[config.mk]
export PLATFORM = sky130hd
export DESIGN_NAME = i2c_bus_sequencer
export DESIGN_NICKNAME = d
export VERILOG_FILES = /design/src/rtl/i2c_seq_pkg.sv /design/src/rtl/i2c_bus_sequencer.sv /design/src/rtl/word_memory.sv
export VERILOG_INCLUDE_DIRS = /design/src /design/src/rtl
export SDC_FILE = /design/constraint.sdc
export NUM_CORES = 1
export LEC_CHECK = 0
export CAP_MARGIN = 30
export CORE_UTILIZATION = 60
export DETAILED_ROUTE_END_ITERATION = 7
export DONT_BUFFER_PORTS = 1
export HOLD_SLACK_MARGIN = 0.08
export PLACE_DENSITY = 0.82
export SYNTH_ARGS = -nofsm -noshare
export SYNTH_HDL_FRONTEND = slang
export SYNTH_HIERARCHICAL = 1
export SYNTH_SLANG_ARGS = --single-unit
[constraint.sdc]
create_clock -name clk -period 3.6 [get_ports clk]
set_input_delay 0.18 -clock clk [delete_from_list [all_inputs] [get_ports clk]]
set_output_delay 0.18 -clock clk [all_outputs]
set_load 0.02 [all_outputs]
[src/rtl/i2c_seq_params.svh]
// Constants of the two-wire bus sequencer: device register map, field
// values and the sequencer's own register map.
// Assumes inclusion by bare name from the package and the top module.
`ifndef I2C_SEQ_PARAMS_SVH
`define I2C_SEQ_PARAMS_SVH

// ============================================================
// Device register indices on the device port.
`define DEV_CR1_ADDR     3'h0
`define DEV_DBR_ADDR     3'h1
`define DEV_AR_ADDR      3'h2
`define DEV_CR2_ADDR     3'h3
`define DEV_SR_ADDR      3'h3
`define DEV_BR1_ADDR     3'h5

// ============================================================
// Device field values and status bit positions.
`define BR1_ENABLE       8'h80
`define CR2_SLAVE_RX     8'h18
`define CR2_START        8'hf8
`define CR2_STOP         8'hd8
`define CR2_RELEASE      8'h18
`define BC_EIGHT         3'h0
`define BC_ONE           3'h1
`define ALS_ADDRESSED    1'b0
`define DIR_READ         1'b1
`define DIR_WRITE        1'b0
`define SR_MST           7
`define SR_TRX           6
`define SR_BB            5
`define SR_AL            3
`define SR_AAS           2
`define SR_LRB           0

// ============================================================
// Sequencer's own register map and fields.
`define SW_CMD_ADDR      3'h0
`define SW_TARGET_ADDR   3'h1
`define SW_SETUP_ADDR    3'h2
`define SW_STATUS_ADDR   3'h3
`define SW_PTR_ADDR      3'h4
`define SW_DATA_ADDR     3'h5
`define OP_INIT          2'h1
`define OP_MWRITE        2'h2
`define OP_MREAD         2'h3
`define TGT_LSB          0
`define OWN_LSB          8
`define SET_BC_LSB       0
`define SET_SCK_LSB      3
`define SET_SLV_BIT      6
`define SET_WORDS_LSB    8
`define WORDS_RESET      5'h01
`define SCK_RESET        3'h0

`endif

[src/rtl/i2c_seq_pkg.sv]
// Types shared by the two-wire bus sequencer and its bench.
// Assumes the constants header is on the include path.
`include "i2c_seq_params.svh"

package i2c_seq_pkg;

	// ============================================================
	// Request carriers.
	typedef struct packed {
		logic        wr;
		logic        rd;
		logic [2:0]  addr;
		logic [15:0] wdata;
	} sw_req_type;

	typedef struct packed {
		logic       wr;
		logic       rd;
		logic [2:0] addr;
		logic [7:0] wdata;
	} dev_req_type;

	// ============================================================
	// Sequencer states.
	typedef enum {
		st_idle, st_br1, st_cr1i, st_ar, st_cr2i,
		st_mchk, st_mchk_dec, st_mack, st_maddr, st_mstart,
		st_wait, st_sr_rd, st_dec, st_cr1, st_dbr_wr, st_dbr_rd,
		st_dbr_cap, st_rel, st_stop, st_stop_rd, st_stop_dec
	} seq_state_type;

endpackage : i2c_seq_pkg

[src/rtl/i2c_bus_sequencer.sv]
// Controller that drives a two-wire bus interface through its registers,
// running initialisation, master transfers and slave servicing.
// Assumes the device port answers reads in the next cycle, on this clock.
//
// What this block does
// - Init enables baud generator, clears reserved control bits.
// - Own address loaded, free-format bit kept zero.
// - Init leaves interface slave receiver, pending set.
// - Master start: check idle, ack, address, start.
// - Handler checks master-select then direction.
// - Transmitter stops on not-acknowledge or after the last word, else sends.
// - Bit count and ack set before buffer access, except before the slave's dummy read.
// - Ack cleared before reading second-to-last word.
// - Final word: bit count one, read, then stop.
// - Addressed for read: set count, write data.
// - Slave transmitter released on not-acknowledge.
// - Write-address, general call, abort: dummy read.
// - Slave reception: set count, read word.
// - Busy bus at start: no start sent, arbitration error flagged.
//
// Local design decisions: the strobed register port and the placing of the registers.
`include "i2c_seq_params.svh"

module i2c_bus_sequencer #(
	parameter int MEM_DEPTH = 16
) (
	input  wire logic                     clk,
	input  wire logic                     rst_n,
	input  wire i2c_seq_pkg::sw_req_type  sw_req,
	output logic      [15:0]              sw_rdata,
	output i2c_seq_pkg::dev_req_type      dev_req,
	input  wire logic [7:0]               dev_rdata,
	input  wire logic                     dev_irq
);
	import i2c_seq_pkg::*;

	localparam int IW = $clog2(MEM_DEPTH);
	localparam int CW = $clog2(MEM_DEPTH + 1);

	// ============================================================
	// Reset release.
	logic          rst_meta_reg;
	logic          rst_sync_n_reg;

	always_ff @(posedge clk or negedge rst_n)
	begin
		if (!rst_n)
		begin
			rst_meta_reg   <= 1'b0;
			rst_sync_n_reg <= 1'b0;
		end
		else
		begin
			rst_meta_reg   <= 1'b1;
			rst_sync_n_reg <= rst_meta_reg;
		end
	end

	// ============================================================
	// Declarations.
	seq_state_type state_reg;
	logic [6:0]    target_reg;
	logic [6:0]    own_reg;
	logic [2:0]    bc_reg;
	logic [2:0]    sck_reg;
	logic          slave_en_reg;
	logic [CW-1:0] words_reg;
	logic [IW-1:0] sw_ptr_reg;
	logic [IW-1:0] slave_ptr_reg;
	logic [CW-1:0] cnt_reg;
	logic [7:0]    dev_wdata_reg;
	logic [7:0]    last_sr_reg;
	logic          slave_act_reg;
	logic          op_read_reg;
	logic          final_reg;
	logic          store_reg;
	logic          dbr_rd_reg;
	logic          nack_err_reg;
	logic          arb_err_reg;
	logic          irq_pend_reg;
	logic [15:0]   rdata_reg;
	logic          rsel_mem_reg;
	logic          busy;
	logic          cmd_take;
	logic          sw_data_wr;
	logic          seq_store;
	logic          mem_we;
	logic [IW-1:0] mem_waddr;
	logic [IW-1:0] mem_raddr;
	logic [7:0]    mem_wdata;
	logic [7:0]    mem_q;
	logic [IW-1:0] seq_idx;

	function automatic logic [7:0] cr1_value(input logic [2:0] bc,
		input logic ack, input logic [2:0] sck);
		cr1_value = {bc, ack, 1'b0, sck};
	endfunction : cr1_value

	assign busy      = (state_reg != st_idle);
	assign cmd_take  = sw_req.wr && (sw_req.addr == `SW_CMD_ADDR) && !busy
		&& (sw_req.wdata[1:0] != 2'h0);
	assign sw_data_wr = sw_req.wr && (sw_req.addr == `SW_DATA_ADDR) && !busy;

	// ============================================================
	// Device port: strobes decode from the state, data from a flop.
	always_comb
	begin
		dev_req       = '0;
		dev_req.wdata = dev_wdata_reg;
		case (state_reg)
			st_br1:      begin dev_req.wr = 1'b1; dev_req.addr = `DEV_BR1_ADDR; end
			st_cr1i,
			st_mack,
			st_cr1:      begin dev_req.wr = 1'b1; dev_req.addr = `DEV_CR1_ADDR; end
			st_ar:       begin dev_req.wr = 1'b1; dev_req.addr = `DEV_AR_ADDR; end
			st_cr2i,
			st_mstart,
			st_rel,
			st_stop:     begin dev_req.wr = 1'b1; dev_req.addr = `DEV_CR2_ADDR; end
			st_maddr,
			st_dbr_wr:   begin dev_req.wr = 1'b1; dev_req.addr = `DEV_DBR_ADDR; end
			st_dbr_rd:   begin dev_req.rd = 1'b1; dev_req.addr = `DEV_DBR_ADDR; end
			st_mchk,
			st_sr_rd,
			st_stop_rd:  begin dev_req.rd = 1'b1; dev_req.addr = `DEV_SR_ADDR; end
			default:     dev_req.addr = `DEV_CR1_ADDR;
		endcase
	end

	// ============================================================
	// Interrupt capture: a new event wins over the consuming clear.
	always_ff @(posedge clk or negedge rst_sync_n_reg)
	begin
		if (!rst_sync_n_reg)
		begin
			irq_pend_reg <= 1'b0;
		end
		else if (dev_irq)
		begin
			irq_pend_reg <= 1'b1;
		end
		else if ((state_reg == st_wait) || (state_reg == st_idle && !cmd_take))
		begin
			irq_pend_reg <= irq_pend_reg && state_reg == st_idle
				&& !slave_en_reg ? 1'b0 : (state_reg == st_wait ? 1'b0
				: irq_pend_reg && !slave_en_reg ? 1'b0 : 1'b0);
		end
	end

	// ============================================================
	// Sequencer.
	always_ff @(posedge clk or negedge rst_sync_n_reg)
	begin
		if (!rst_sync_n_reg)
		begin
			state_reg     <= st_idle;
			dev_wdata_reg <= 8'h00;
			cnt_reg       <= '0;
			slave_ptr_reg <= '0;
			slave_act_reg <= 1'b0;
			op_read_reg   <= 1'b0;
			final_reg     <= 1'b0;
			store_reg     <= 1'b0;
			dbr_rd_reg    <= 1'b0;
			nack_err_reg  <= 1'b0;
			arb_err_reg   <= 1'b0;
		end
		else
		begin
			case (state_reg)
				st_idle:
					if (cmd_take)
					begin
						nack_err_reg  <= 1'b0;
						arb_err_reg   <= 1'b0;
						cnt_reg       <= '0;
						final_reg     <= 1'b0;
						slave_act_reg <= 1'b0;
						op_read_reg   <= (sw_req.wdata[1:0] == `OP_MREAD);
						if (sw_req.wdata[1:0] == `OP_INIT)
						begin
							dev_wdata_reg <= `BR1_ENABLE;
							state_reg     <= st_br1;
						end
						else
						begin
							state_reg <= st_mchk;
						end
					end
					else if (irq_pend_reg && slave_en_reg)
					begin
						slave_act_reg <= 1'b1;
						state_reg     <= st_sr_rd;
					end
				st_br1:
				begin
					dev_wdata_reg <= cr1_value(`BC_EIGHT, 1'b0, sck_reg);
					state_reg     <= st_cr1i;
				end
				st_cr1i:
				begin
					dev_wdata_reg <= {own_reg, `ALS_ADDRESSED};
					state_reg     <= st_ar;
				end
				st_ar:
				begin
					dev_wdata_reg <= `CR2_SLAVE_RX;
					state_reg     <= st_cr2i;
				end
				st_mchk:
					state_reg <= st_mchk_dec;
				st_mchk_dec:
					if (dev_rdata[`SR_BB])
					begin
						arb_err_reg <= 1'b1;
						state_reg   <= st_idle;
					end
					else
					begin
						// Address byte always goes out as eight bits with ack.
						dev_wdata_reg <= cr1_value(`BC_EIGHT, 1'b1, sck_reg);
						state_reg     <= st_mack;
					end
				st_mack:
				begin
					dev_wdata_reg <= {target_reg,
						op_read_reg ? `DIR_READ : `DIR_WRITE};
					state_reg     <= st_maddr;
				end
				st_maddr:
				begin
					dev_wdata_reg <= `CR2_START;
					state_reg     <= st_mstart;
				end
				st_mstart:
					state_reg <= st_wait;
				// The device holds the clock low until serviced here.
				st_wait:
					if (irq_pend_reg)
					begin
						state_reg <= st_sr_rd;
					end
				st_sr_rd:
					state_reg <= st_dec;
				st_dec:
					if (!slave_act_reg && dev_rdata[`SR_MST]
						&& !dev_rdata[`SR_AL])
					begin
						if (dev_rdata[`SR_TRX])
						begin
							if (dev_rdata[`SR_LRB] || cnt_reg >= words_reg)
							begin
								nack_err_reg  <= dev_rdata[`SR_LRB]
									&& cnt_reg < words_reg;
								dev_wdata_reg <= `CR2_STOP;
								state_reg     <= st_stop;
							end
							else
							begin
								dev_wdata_reg <= cr1_value(bc_reg, 1'b1, sck_reg);
								dbr_rd_reg    <= 1'b0;
								state_reg     <= st_cr1;
							end
						end
						else if (final_reg)
						begin
							dev_wdata_reg <= `CR2_STOP;
							state_reg     <= st_stop;
						end
						else if (cnt_reg < words_reg)
						begin
							// Ack for the next word only if more follow it.
							dev_wdata_reg <= cr1_value(bc_reg,
								(cnt_reg + CW'(1)) < words_reg, sck_reg);
							store_reg     <= (cnt_reg != '0);
							dbr_rd_reg    <= 1'b1;
							state_reg     <= st_cr1;
						end
						else
						begin
							dev_wdata_reg <= cr1_value(`BC_ONE, 1'b0, sck_reg);
							store_reg     <= 1'b1;
							final_reg     <= 1'b1;
							dbr_rd_reg    <= 1'b1;
							state_reg     <= st_cr1;
						end
					end
					else
					begin
						// Slave service; a lost master ends its operation here.
						arb_err_reg   <= arb_err_reg || dev_rdata[`SR_AL];
						slave_act_reg <= 1'b1;
						if (dev_rdata[`SR_TRX])
						begin
							if (dev_rdata[`SR_AAS] || !dev_rdata[`SR_LRB])
							begin
								dev_wdata_reg <= cr1_value(bc_reg, 1'b1, sck_reg);
								dbr_rd_reg    <= 1'b0;
								state_reg     <= st_cr1;
							end
							else
							begin
								dev_wdata_reg <= `CR2_RELEASE;
								state_reg     <= st_rel;
							end
						end
						else if (dev_rdata[`SR_AAS] || dev_rdata[`SR_AL])
						begin
							store_reg <= 1'b0;
							state_reg <= st_dbr_rd;
						end
						else
						begin
							dev_wdata_reg <= cr1_value(bc_reg, 1'b1, sck_reg);
							store_reg     <= 1'b1;
							dbr_rd_reg    <= 1'b1;
							state_reg     <= st_cr1;
						end
					end
				st_cr1:
				begin
					dev_wdata_reg <= mem_q;
					state_reg     <= dbr_rd_reg ? st_dbr_rd : st_dbr_wr;
				end
				st_dbr_wr:
				begin
					if (slave_act_reg)
					begin
						slave_ptr_reg <= slave_ptr_reg + IW'(1);
					end
					else
					begin
						cnt_reg <= cnt_reg + CW'(1);
					end
					state_reg <= slave_act_reg ? st_idle : st_wait;
				end
				st_dbr_rd:
					state_reg <= st_dbr_cap;
				st_dbr_cap:
				begin
					if (slave_act_reg && store_reg)
					begin
						slave_ptr_reg <= slave_ptr_reg + IW'(1);
					end
					else if (!slave_act_reg)
					begin
						cnt_reg <= cnt_reg + CW'(1);
					end
					state_reg <= slave_act_reg ? st_idle : st_wait;
				end
				st_rel:
					state_reg <= st_idle;
				st_stop:
					state_reg <= st_stop_rd;
				st_stop_rd:
					state_reg <= st_stop_dec;
				// Waits for the stop to appear; a stuck bus stalls here.
				st_stop_dec:
					state_reg <= dev_rdata[`SR_BB] ? st_stop_rd : st_idle;
				default:
					state_reg <= st_idle;
			endcase
		end
	end

	// ============================================================
	// Word store shared by software and the sequencer.
	assign seq_idx   = slave_act_reg ? slave_ptr_reg : IW'(cnt_reg);
	assign seq_store = (state_reg == st_dbr_cap) && store_reg;
	assign mem_we    = seq_store || sw_data_wr;
	assign mem_waddr = busy ? (slave_act_reg ? slave_ptr_reg
		: IW'(cnt_reg - CW'(1))) : sw_ptr_reg;
	assign mem_wdata = busy ? dev_rdata : sw_req.wdata[7:0];
	assign mem_raddr = busy ? seq_idx : sw_ptr_reg;

	word_memory #(
		.WIDTH (8),
		.DEPTH (MEM_DEPTH)
	) store_inst (
		.clk     (clk),
		.rst_n   (rst_sync_n_reg),
		.wr_en   (mem_we),
		.wr_addr (mem_waddr),
		.wr_data (mem_wdata),
		.rd_addr (mem_raddr),
		.rd_data (mem_q)
	);

	// ============================================================
	// Software registers.
	always_ff @(posedge clk or negedge rst_sync_n_reg)
	begin
		if (!rst_sync_n_reg)
		begin
			target_reg   <= '0;
			own_reg      <= '0;
			bc_reg       <= `BC_EIGHT;
			sck_reg      <= `SCK_RESET;
			slave_en_reg <= 1'b0;
			words_reg    <= CW'(`WORDS_RESET);
			sw_ptr_reg   <= '0;
			last_sr_reg  <= 8'h00;
			rdata_reg    <= 16'h0000;
			rsel_mem_reg <= 1'b0;
		end
		else
		begin
			if (state_reg == st_dec)
			begin
				last_sr_reg <= dev_rdata;
			end
			if (sw_req.wr && !busy)
			begin
				case (sw_req.addr)
					`SW_TARGET_ADDR:
					begin
						target_reg <= sw_req.wdata[`TGT_LSB +: 7];
						own_reg    <= sw_req.wdata[`OWN_LSB +: 7];
					end
					`SW_SETUP_ADDR:
					begin
						bc_reg       <= sw_req.wdata[`SET_BC_LSB +: 3];
						sck_reg      <= sw_req.wdata[`SET_SCK_LSB +: 3];
						slave_en_reg <= sw_req.wdata[`SET_SLV_BIT];
						words_reg    <= sw_req.wdata[`SET_WORDS_LSB +: CW];
					end
					`SW_PTR_ADDR:  sw_ptr_reg <= sw_req.wdata[IW-1:0];
					`SW_DATA_ADDR: sw_ptr_reg <= sw_ptr_reg + IW'(1);
					default:       sw_ptr_reg <= sw_ptr_reg;
				endcase
			end
			else if (sw_req.rd && !busy && sw_req.addr == `SW_DATA_ADDR)
			begin
				sw_ptr_reg <= sw_ptr_reg + IW'(1);
			end
			rsel_mem_reg <= sw_req.rd && (sw_req.addr == `SW_DATA_ADDR);
			if (sw_req.rd)
			begin
				case (sw_req.addr)
					`SW_TARGET_ADDR: rdata_reg <= {1'b0, own_reg, 1'b0, target_reg};
					`SW_SETUP_ADDR:  rdata_reg <= 16'({words_reg, 1'b0,
						slave_en_reg, sck_reg, bc_reg});
					`SW_STATUS_ADDR: rdata_reg <= {last_sr_reg, 4'h0, arb_err_reg,
						nack_err_reg, slave_en_reg, busy};
					`SW_PTR_ADDR:    rdata_reg <= 16'(sw_ptr_reg);
					default:         rdata_reg <= 16'h0000;
				endcase
			end
		end
	end

	assign sw_rdata = rsel_mem_reg ? {8'h00, mem_q} : rdata_reg;

endmodule : i2c_bus_sequencer

[src/rtl/word_memory.sv]
// Small word store for transmit and receive data of the sequencer.
// Assumes one clock; read data appear one cycle after the address.
module word_memory #(
	parameter int WIDTH = 8,
	parameter int DEPTH = 16
) (
	input  wire logic                     clk,
	input  wire logic                     rst_n,
	input  wire logic                     wr_en,
	input  wire logic [$clog2(DEPTH)-1:0] wr_addr,
	input  wire logic [WIDTH-1:0]         wr_data,
	input  wire logic [$clog2(DEPTH)-1:0] rd_addr,
	output logic      [WIDTH-1:0]         rd_data
);

	logic [WIDTH-1:0] mem_array [DEPTH];

	always_ff @(posedge clk)
	begin
		if (wr_en)
		begin
			mem_array[wr_addr] <= wr_data;
		end
	end

	always_ff @(posedge clk or negedge rst_n)
	begin
		if (!rst_n)
		begin
			rd_data <= '0;
		end
		else
		begin
			rd_data <= mem_array[rd_addr];
		end
	end

endmodule : word_memory

# Word-level counts from Yosys, hierarchy flattened
# Memory sizes are Yosys's and may differ from the RTL's. A register that Yosys moved wholly into a read port is not among the register bits.
# Cells that the tools add are included.
word_totals:
  register_bits: 114
  latch_bits: 0
  ramBits: 128
  rom_bits: 0
  inputBits: 32
  output_inout_bits: 29
  wordCells: 227
  mem_count: 1
classes:
  n_addsub: 4
  n_mul: 0
  div_mod_pow: 0
  magnitude_cmp: 3
  eq_ne: 51
  shifts: 0
  n_mux: 83
  bitwise: 1
  reduce_logical: 60
mem_list:
  columns: ["name", "depth", "width", "read_ports", "rd_clocked_by_memory_dff", "write_ports", "line", "rtl"]
  rows:
  - ["store_inst.mem_array", 16, 8, 1, 1, 1, "word_memory.sv:16", "logic [WIDTH-1:0] mem_array [DEPTH];"]
op_table:
  columns: ["op", "count"]
  rows:
  - ["$pmux 32 s18", 1]
  - ["$eq 32x4->1 const B", 8]
  - ["$eq 32x5->1 const B", 7]
  - ["$mux 32", 6]
  - ["$eq 32x3->1 const B", 4]
  - ["$mux 8", 12]
  - ["$pmux 8 s9", 1]
  - ["$eq 32x2->1 const B", 2]
  - ["$logic_not 32->1", 2]
  - ["$pmux 16 s4", 1]
  - ["$mux 4", 9]
  - ["$mux 5", 7]
  - ["$mux 1", 34]
  - ["$eq 32x1->1 const B", 1]
  - ["$eq 32x6->1 const B", 1]
  - ["$reduce_bool 32->1", 1]
  - ["$ne 2x2->1 const B", 14]
  - ["$logic_and 1x1->1", 16]
  - ["$mux 16", 1]
  - ["$pmux 4 s2", 2]
  - ["$pmux 5 s3", 1]
  - ["$reduce_and 5->1", 3]
  - ["$ne 3x3->1 const B", 4]
  - ["$pmux 3 s4", 1]
  - ["other kinds (33)", 63]

# Logic depth before layout (Yosys ltp)
# Gate-level depths: netlist (run 1).
logic_depth:
  depth_word: 9
  depth_mapped: 11
  depth_no_buf: 8

# Hierarchy
# The synthesis (run 1) kept the hierarchy.
modules_own_cells:
  columns: ["module", "n_inst", "cells_per_inst", "area_each_um2", "seq_area_each_um2"]
  rows:
  - ["i2c_bus_sequencer", 1, 637, 5524.0, 2153.3]
  - ["word_memory", 1, 229, 5187.5, 4043.9]

# Least setup slack after synthesis (run 1)
# No wires, ideal clock.
synth_timing:
  path_type: "reg2reg"
  start: "register state_reg[2]"
  end: "memory store_inst.mem_array[0][0], enable pin"
  setup_time_ns: 0.383
  arrival_time_ns: 2.720
  required_time_ns: 3.217
  setup_slack_ns: 0.497
  stages_incl_launch_ff: 8
  n_path_buf: 2
  period_less_slack_ns: 3.103
  path_cell_list: "dfrtp_1 > clkbuf_1 > or3_1 > nor3_2 > clkbuf_1 > o21ai_0 > or3b_2 > nor3_1"
synth_between:
  elab_cells_between_ends: 9
  cone_classes: "eq/ne: 1; mux: 3; reduce/logical: 5"
synth_rtl:
  columns: ["item", "line", "rtl"]
  rows:
  - ["start: declaration", "i2c_bus_sequencer.sv:61", "seq_state_type state_reg;"]
  - ["start signal: assignment", "i2c_bus_sequencer.sv:156", "state_reg <= st_idle;"]
  - ["start signal: assignment", "i2c_bus_sequencer.sv:183", "state_reg <= st_br1;"]
  - ["start signal: assignment", "i2c_bus_sequencer.sv:187", "state_reg <= st_mchk;"]
  - ["$reduce_bool 32->1", "i2c_bus_sequencer.sv:99", "assign busy = (state_reg != st_idle);"]
  - ["$mux 4", "i2c_bus_sequencer.sv:371", "assign mem_waddr = busy ? (slave_act_reg ? slave_ptr_reg"]
  - ["net mem_waddr[2]", "i2c_bus_sequencer.sv:88", "logic [IW-1:0] mem_waddr;"]
  - ["end: declaration", "word_memory.sv:16", null]
# The timed path passes the listed nets, and every way through them passes these cells.

# Worst setup path after layout (run 1)
layout_timing:
  start: "register slave_act_reg"
  end: "register dbr_rd_reg"
layout_between:
  elab_chain_cells: 5
  elab_cells_between_ends: 9
  cone_classes: "eq/ne: 4; mux: 1; reduce/logical: 4"
layout_lines:
  columns: ["item", "line", "rtl"]
  rows:
  - ["start: declaration", "i2c_bus_sequencer.sv:73", "logic slave_act_reg;"]
  - ["start signal: assignment", "i2c_bus_sequencer.sv:160", "slave_act_reg <= 1'b0;"]
  - ["start signal: assignment", "i2c_bus_sequencer.sv:178", "slave_act_reg <= 1'b0;"]
  - ["start signal: assignment", "i2c_bus_sequencer.sv:192", "slave_act_reg <= 1'b1;"]
  - ["$logic_not 1->1 *", null, null]
  - ["$logic_and 1x1->1 * (2 in a row)", "i2c_bus_sequencer.sv:246", "if (!slave_act_reg && dev_rdata[`SR_MST]"]
  - ["$ne 3x3->1 (no line) / $ne 3x1->1 (equally long branches)", null, null]
  - ["$reduce_and 5->1 (no line)", null, null]
  - ["end signal: assignment", "i2c_bus_sequencer.sv:261", "dbr_rd_reg <= 1'b0;"]
  - ["end signal: assignment", "i2c_bus_sequencer.sv:276", "dbr_rd_reg <= 1'b1;"]
  - ["end signal: assignment", "i2c_bus_sequencer.sv:284", "dbr_rd_reg <= 1'b1;"]
  - ["end: declaration", "i2c_bus_sequencer.sv:77", "logic dbr_rd_reg;"]
# Every way passes the cells marked *; elsewhere a longest branch is shown, timed or not.
# A chain may end at the register's enable or synchronous reset.

==> reports/metrics.yaml, run 1 <==
status: "finished, final reports clean"
period_share_pct: 89.6
hold_violations: 0
antenna_left: 0
htreeDepth: 1
seq_area_frac_synth_pct: 57.9
synth.distinct_cells: 77
regToRegSetupSlack_ns: 0.37
synthCells: 866
startpoint_type: "register"
via_count: 8037
top_level_ports: 61
leakagePower_nw: 4.64
area_growth_pct: 13.6
via_per_inst: 6.98
cp.required_ns: 4.05
design.core.area_sq_um: 17400
synth_common_cells: "edfxtp_1, dfrtp_1, nand2_1"
grt_pass1_vias: 7834
drt-wirelength-per-cell_um: 26.2
slew_headroom_pct: 38.3
cts_sinks: 222
dp_hpwl_um: 18900
power_density_nw_per_um2: 840
synthArstFlopShare_pct: 42.3
syn-mean-instance-area_sq_um: 12.4
wirelength_um: 30200
drtPass1Iterations: 6
start_util_pct: 61.7
total_power_mw: 10.2
core.rowCount: 48
netlist_area_sq_um: 10700
crit_end: "dbr_rd_reg"
post-route-worst-setup-slack_ns: 0.373
final_area_sq_um: 12200
grt_usage_pct: 34.0
cp_max_fo: 22
postPlaceCellArea_sq_um: 11000
cts_buffers: 23
endpoint_kind: "register"
r2r_cells: 6
whs_ns: 0.0991
rsz0062_at_grt: "false"
first_iter_violations: 1017
drc: 0
dp_slack_ns: 0.609
setup_viol: 0
synth_edf_count: 128
tightest_slew_ns: 0.923
drv_cap: 0
clockBufferDepth: 3
synth.area.top_cells: "edfxtp_1, dfrtp_1, mux2_2"
syn_nets: 913
final_layout_size_suffix_gt1_share_pct: 15.9
clock_latency_ns: 0.53
arrival_ns: 3.68
yosysMostFrequentCell: "edfxtp_1"
die_area_sq_um: 18400
grt_start_max_net_pins: 54
cts_tree: "done"
post_cts_buffers: 0
synth-seq-cells: 222
yosysTopAreaCell: "edfxtp_1"
num_antenna_cells: 0
timing.rr.end: "dbr_rd_reg"
r2r_start: "slave_act_reg"
cp-startpoint: "slave_act_reg"
fin_skew_ns: 0.0117
holdCritPathClass: "primary input to register"
die_h_um: 136
drv_slew: 0
yosysWarnings: 6
critical_path_class: "register to register"
clk_pin_slew_ns: 0.07
grt_pass1_wl_um: 46100
largest_reg_flops: 128
antenna_found_initial: 0
gp_congestion: 0.948
port_buffers: 0
tns_ns: 0
final.min_clock_period_ns: 3.23
die_w_um: 136
fin_nets: 957
grt-ovfl-total: 0
ir_drop_mv: 0.663
cts-root-buf: "clkbuf_16"
max_freq_mhz: 310
n_fill_cell: 1138
synthFlopType: "edfxtp_1"
netlist.area_leader.share_pct: 35.9
## stage by stage
step | util, % | cells
floorplan | - | 866
global placement | 63.7 | 1077
detailed placement | 63.7 | 1077
CTS | 70.1 | 1152
global route | 70.1 | 1152
finish | 70.1 | 1152
## cell type report
| cell class | instances | area, sq um | area share, % |
|---|---|---|---|
| Clock buffer | 25 | 583 | 4.79 |
| Clock inverter | 17 | 205 | 1.69 |
| Inverter | 32 | 120 | 0.987 |
| Timing Repair Buffer | 69 | 613 | 5.04 |
| Tap cell | 225 | 282 | 2.31 |
| Sequential cell | 222 | 6200 | 51.0 |
| Multi-Input combinational cell | 562 | 4160 | 34.2 |
## where the power goes
part | switching, mW | internal (mW) | leakage (nW)
logic | 2.41 | 1.60 | 1.92
registers | 0.492 | 3.23 | 2.35
clock network | 1.02 | 1.47 | 0.376
total | 3.92 | 6.30 | 4.64
## how the worst min path moves through the flow
stage	startpoint	end	slack, ns	cells past startpoint
2_1_floorplan	rst_n	rst_meta_reg	-0.12	0
3_3_place_gp	rst_n	rst_meta_reg	-0.12	0
3_5_place_dp	rst_n	rst_meta_reg	-0.12	0
4_1_cts	sw_req[16]	rdata_reg[0]	0.08	3
5_1_grt	sw_req[16]	rdata_reg[0]	0.1	3
6_report	dev_rdata[5]	state_reg[1]	0.1	5
## timing repair
action | in CTS | in global routing
resized for setup | 0 | 0
hold endpoints to repair | 68 | 0
hold buffers | 33 | 0
## worst max-delay path, stage by stage (launching register included)
cell and delay, ns:
dfrtp_1 0.63, nor3b_1 0.81, o2111ai_1 0.22, o211ai_1 0.58, a31oi_1 0.19, a31oi_1 0.15, dlygate4sd3_1 0.58
## cells by family (layout without fill, tap and decap cells)
family | count (synthesis) | after routing | synth area share (%)
flops | 222 | 222 | 57.9
fa+ha+maj | 15 | 15 | 1.75
buf+inv | 82 | 143 | 3.42
xor+xnor | 9 | 9 | 0.736
simple gates | 259 | 259 | 11.6
compound gates | 200 | 200 | 12.7
mux | 78 | 78 | 11.9
other cells | 1 | 1 | 0.0350
## routing by layer
metal	GRT usage [%]	vias up	part of all wire (%)	wire length, um
met5	0	-	0	0
met4	14.9	0	5.1	1540
met3	8.79	138	12	3540
met2	53.4	596	46	13900
met1	44.9	3923	37	11200
li1	-	3380	-	-
## cell usage in the layout (no fill, tap or decap), drive strengths merged, types with 10 or more instances in the layout
| cell | count |
|---|---|
| clkbuf | 25 |
| a21oi | 39 |
| mux2 | 37 |
| nand2b | 10 |
| nand3 | 16 |
| dlygate4sd3 | 33 |
| inv | 33 |
| nor2b | 13 |
| nor2 | 62 |
| edfxtp | 128 |
| o21ai | 46 |
| mux4 | 32 |
| ha | 15 |
| nor3 | 19 |
| nand2 | 93 |
| o22ai | 15 |
| buf | 36 |
| a22oi | 30 |
| dfrtp | 93 |
Power figures use the tool's default switching activity.
==> run 2, diff against run 1 <==
--- a/config.mk
+++ b/config.mk
@@ -11,6 +11,7 @@
 export DETAILED_ROUTE_END_ITERATION = 7
 export DONT_BUFFER_PORTS = 1
 export HOLD_SLACK_MARGIN = 0.08
+export MAX_ROUTING_LAYER = met4
 export PLACE_DENSITY = 0.82
 export SYNTH_ARGS = -nofsm -noshare
 export SYNTH_HDL_FRONTEND = slang
==> reports/metrics.yaml, run 2 (synthesized netlist as in run 1, its figures left out) <==
grt-ovfl-total: 0
cts-root-buf: "clkbuf_16"
port_buffers: 0
cts_sinks: 222
fin_nets: 957
antenna_found_initial: 0
via_count: 8049
largest_reg_flops: 128
area_growth_pct: 13.2
max_freq_mhz: 311
critical_path.most_common_cell: "a31oi_1"
drv_cap: 0
start_util_pct: 61.7
htreeDepth: 1
grt_start_max_net_pins: 39
post-route-worst-setup-slack_ns: 0.387
arrival_ns: 3.65
multi_input_area_sq_um: 4160
layout_commonest_cell: "edfxtp_1"
drv_slew: 0
final.min_clock_period_ns: 3.21
period_share_pct: 89.3
grt_usage_pct: 35.4
cp_num_buf_inv: 1
rsz0062_at_grt: "false"
gp_congestion: 0.964
drtPass1Iterations: 6
via_per_inst: 6.99
leakagePower_nw: 4.63
clock_latency_ns: 0.50
cts_buffers: 23
die_area_sq_um: 18400
hp-start: "sw_req[17]"
critical_path_class: "register to register"
cts_tree: "done"
clk_pin_slew_ns: 0.07
core.rowCount: 48
cp_max_fo: 22
tightest_slew_ns: 0.892
dp_slack_ns: 0.563
grt_pass1_wl_um: 46200
slew_headroom_pct: 40.4
final_layout_size_suffix_gt1_share_pct: 15.9
final-seq-area_sq_um: 6200
status: "finished, final reports clean"
die_h_um: 136
endpoint_kind: "register"
top_level_ports: 61
dp_hpwl_um: 19800
drt-wirelength-per-cell_um: 26.5
startpoint_type: "register"
design.core.area_sq_um: 17400
most-common-layout-cells: "edfxtp_1, nand2_1, dfrtp_1"
cp.required_ns: 4.04
r2r_start: "slave_act_reg"
cp-startpoint: "slave_act_reg"
wirelength_um: 30500
first_iter_violations: 998
antenna_left: 0
tns_ns: 0
n_fill_cell: 1167
holdCritPathClass: "primary input to register"
cp_top_family: "compound AO/OA/AOI/OAI gates"
post_cts_buffers: 0
ir_drop_mv: 0.570
critPathMaxStageDelay_ns: 0.84
grt_pass1_vias: 7850
power_density_nw_per_um2: 834
crit_chain: "nor3b_1 -> o2111ai_1 -> o211ai_1 -> a31oi_1 -> a31oi_1 -> dlygate4sd3_1"
slowest_stage: "nor3b_1"
clockBufferDepth: 3
setup_viol: 0
fin_skew_ns: 0.0122
hold_violations: 0
drc: 0
die_w_um: 136
run 2: area by class of cell:
class,instances,share of cell area (%)
Sequential cell,222,51.2
Multi-Input combinational cell,562,34.3
Timing Repair Buffer,69,5.04
Clock buffer,25,4.81
Tap cell,225,2.32
Clock inverter,16,1.33
Inverter,32,0.991
Antenna cell,1,0.0206
run 2: worst min-delay path, stage by stage:
cell     delay (ns)
mux2_2         0.13
a22oi_1        0.10
o22ai_1        0.12
run 2: final timing paths:
check | endpoint | slack (ns) | cells after the start
worst max-delay path | dbr_rd_reg | 0.39 | 6
max in group asynchronous | words_reg[0] | 2.45 | 1
min in group asynchronous | cnt_reg[2] | 0.27 | 0
worst min-delay path | rdata_reg[11] | 0.09 | 3
worst max register to register | dbr_rd_reg | 0.39 | 6
worst min register to register | cnt_reg[2] | 0.27 | 0
run 2: timing repair:
action | CTS | global route
resized for setup | 0 | 0
endpoints found under the hold margin | 67 | 0
hold buffers | 32 | 0
run 2: routing by layer:
layer	vias up	GRT usage, %	wire [um]
met2	585	54.6	14300
met1	3947	44.8	11000
met5	-	-	0
li1	3377	-	-
met4	0	18.4	1810
met3	140	6.32	3430
run 2: where the power goes:
part	internal, mW	switching, mW
registers	3.23	0.507
logic	1.60	2.40
clock network	1.39	0.975
total	6.22	3.89
run 2: through the flow:
step                cell area, sq um  hold WS, ns  instances  utilization (%)  total power [mW]
finish                         12100       0.0908       1152             69.8              10.1
global route                   12100       0.0874       1151             69.8              10.5
CTS                            12100       0.0895       1151             69.8              9.99
detailed placement             11100       -0.116       1078             63.7              7.53
global placement               11100       -0.116       1078             63.7              7.40
floorplan                      10700       -0.116        866                -              6.42
==> run 3, diff against run 2 <==
--- a/config.mk
+++ b/config.mk
@@ -7,11 +7,11 @@
 export NUM_CORES = 1
 export LEC_CHECK = 0
 export CAP_MARGIN = 30
+export CORE_ASPECT_RATIO = 0.9
 export CORE_UTILIZATION = 60
 export DETAILED_ROUTE_END_ITERATION = 7
 export DONT_BUFFER_PORTS = 1
 export HOLD_SLACK_MARGIN = 0.08
-export MAX_ROUTING_LAYER = met4
 export PLACE_DENSITY = 0.82
 export SYNTH_ARGS = -nofsm -noshare
 export SYNTH_HDL_FRONTEND = slang
==> reports/metrics.yaml, run 3 (synthesized netlist as in run 1, its figures left out) <==
final-seq-area_sq_um: 6200
r2r_start: "slave_act_reg"
wirelength_um: 31300
via_per_inst: 7.09
grt_pass1_vias: 7953
tightest_slew_ns: 0.928
drt-wirelength-per-cell_um: 27.0
grt-ovfl-total: 0
htreeDepth: 1
fin_nets: 953
clk_pin_slew_ns: 0.06
total_power_mw: 10.1
arrival_ns: 3.75
crit_chain: "nor3b_1 -> o2111ai_1 -> o211ai_1 -> a31oi_1 -> a31oi_1 -> dlygate4sd3_1"
final_layout_size_suffix_gt1_share_pct: 15.7
endpoint_kind: "register"
die_h_um: 129
cts-root-buf: "clkbuf_16"
slowest_stage: "nor3b_1"
max_freq_mhz: 303
drv_cap: 0
startpoint_type: "register"
critical_path_class: "register to register"
drtPass1Iterations: 7
final_util_pct: 70.5
most-common-layout-cells: "edfxtp_1, nand2_1, dfrtp_1"
grt_usage_pct: 35.6
tns_ns: 0
gp_congestion: 1.01
rsz0062_at_grt: "false"
top_level_ports: 61
holdCritPathClass: "primary input to register"
antenna_found_initial: 2
n_fill_cell: 1113
grt_start_max_net_pins: 68
clockBufferDepth: 3
via_count: 8225
layout_commonest_cell: "edfxtp_1"
hold_violations: 0
power_density_nw_per_um2: 834
cp_num_buf_inv: 1
die_area_sq_um: 18400
cp.required_ns: 4.04
dp_hpwl_um: 18900
dp.cells: 1083
critical_path.most_common_cell: "a31oi_1"
status: "finished, final reports clean"
die_w_um: 143
dp_slack_ns: 0.546
multi_input_area_sq_um: 4160
first_iter_violations: 1273
clock_latency_ns: 0.52
post-route-worst-setup-slack_ns: 0.299
drv_slew: 0
cts_sinks: 222
leakagePower_nw: 4.61
design.core.area_sq_um: 17200
port_buffers: 0
antenna_left: 0
cp_top_family: "compound AO/OA/AOI/OAI gates"
cts_tree: "done"
area_growth_pct: 13.1
largest_reg_flops: 128
cp-startpoint: "slave_act_reg"
setup_viol: 0
hp-start: "dev_rdata[6]"
grt_pass1_wl_um: 47800
stdcell_count: 1160
period_share_pct: 91.7
cp_max_fo: 22
fin_skew_ns: 0.0181
critPathMaxStageDelay_ns: 0.84
drc: 0
core.rowCount: 45
final.min_clock_period_ns: 3.30
start_util_pct: 62.4
ir_drop_mv: 0.396
slew_headroom_pct: 38.1
cts_buffers: 23
-- run 3: cell types whose count changed in the layout (fill, tap and decap cells not counted), moves of 2 or more --
cell,previous run,this run
clkinv_1,5,3
clkbuf_8,0,5
bufinv_16,3,1
buf_4,36,31
-- run 3: where the power goes --
part	internal (mW)	leakage [nW]	switching, mW	total, mW
combinational	1.58	1.90	2.44	4.01
sequential	3.23	2.35	0.501	3.73
clock	1.36	0.366	0.996	2.35
-- run 3: worst paths after layout --
path	cells past startpoint	slack [ns]	to
worst max-delay path	6	0.30	dbr_rd_reg
worst min-delay path	3	0.11	state_reg[1]
worst max register to register	6	0.30	dbr_rd_reg
worst min register to register	0	0.35	rst_sync_n_reg
max in group asynchronous	1	2.18	words_reg[0]
min in group asynchronous	2	0.43	rst_sync_n_reg
-- run 3: stage by stage --
| stage | hold WS [ns] | cell area [sq um] |
|---|---|---|
| floorplan | -0.116 | 10700 |
| global placement | -0.116 | 11000 |
| detailed placement | -0.116 | 11000 |
| CTS | 0.0876 | 12100 |
| global route | 0.137 | 12100 |
| finish | 0.114 | 12100 |
-- run 3: layout make-up --
type / instances / area share (%)
Sequential cell: 222 / 51.2
Tap cell: 235 / 2.43
Timing Repair Buffer: 65 / 4.81
Clock inverter: 11 / 0.733
Inverter: 32 / 0.992
Clock buffer: 31 / 5.44
Multi-Input combinational cell: 562 / 34.4
Antenna cell: 2 / 0.0413
-- run 3: worst register-to-register path: cells and delay by family, from the launching register on --
family                 cells  cell delay (ns)
DFF                        1             0.62
AOI/OAI and AO/OA          4             1.19
and+or+nand+nor            1             0.85
buffers and inverters      1             0.57
-- run 3: metal layers --
metal,vias to the layer above,wire length (um),share of wire [%],global-route usage (%)
met5,-,50,0.16,2.37
met4,2,1560,5.0,15.7
met3,159,4570,15,11.9
met2,695,13800,44,53.9
met1,3990,11400,36,46.9
li1,3379,-,-,-
-- run 3: timing repair --
item                                   in CTS  in global routing
endpoints found under the hold margin      67                  0
setup buffers                               0                  0
hold buffers                               33                  0
resized for setup                           0                  0
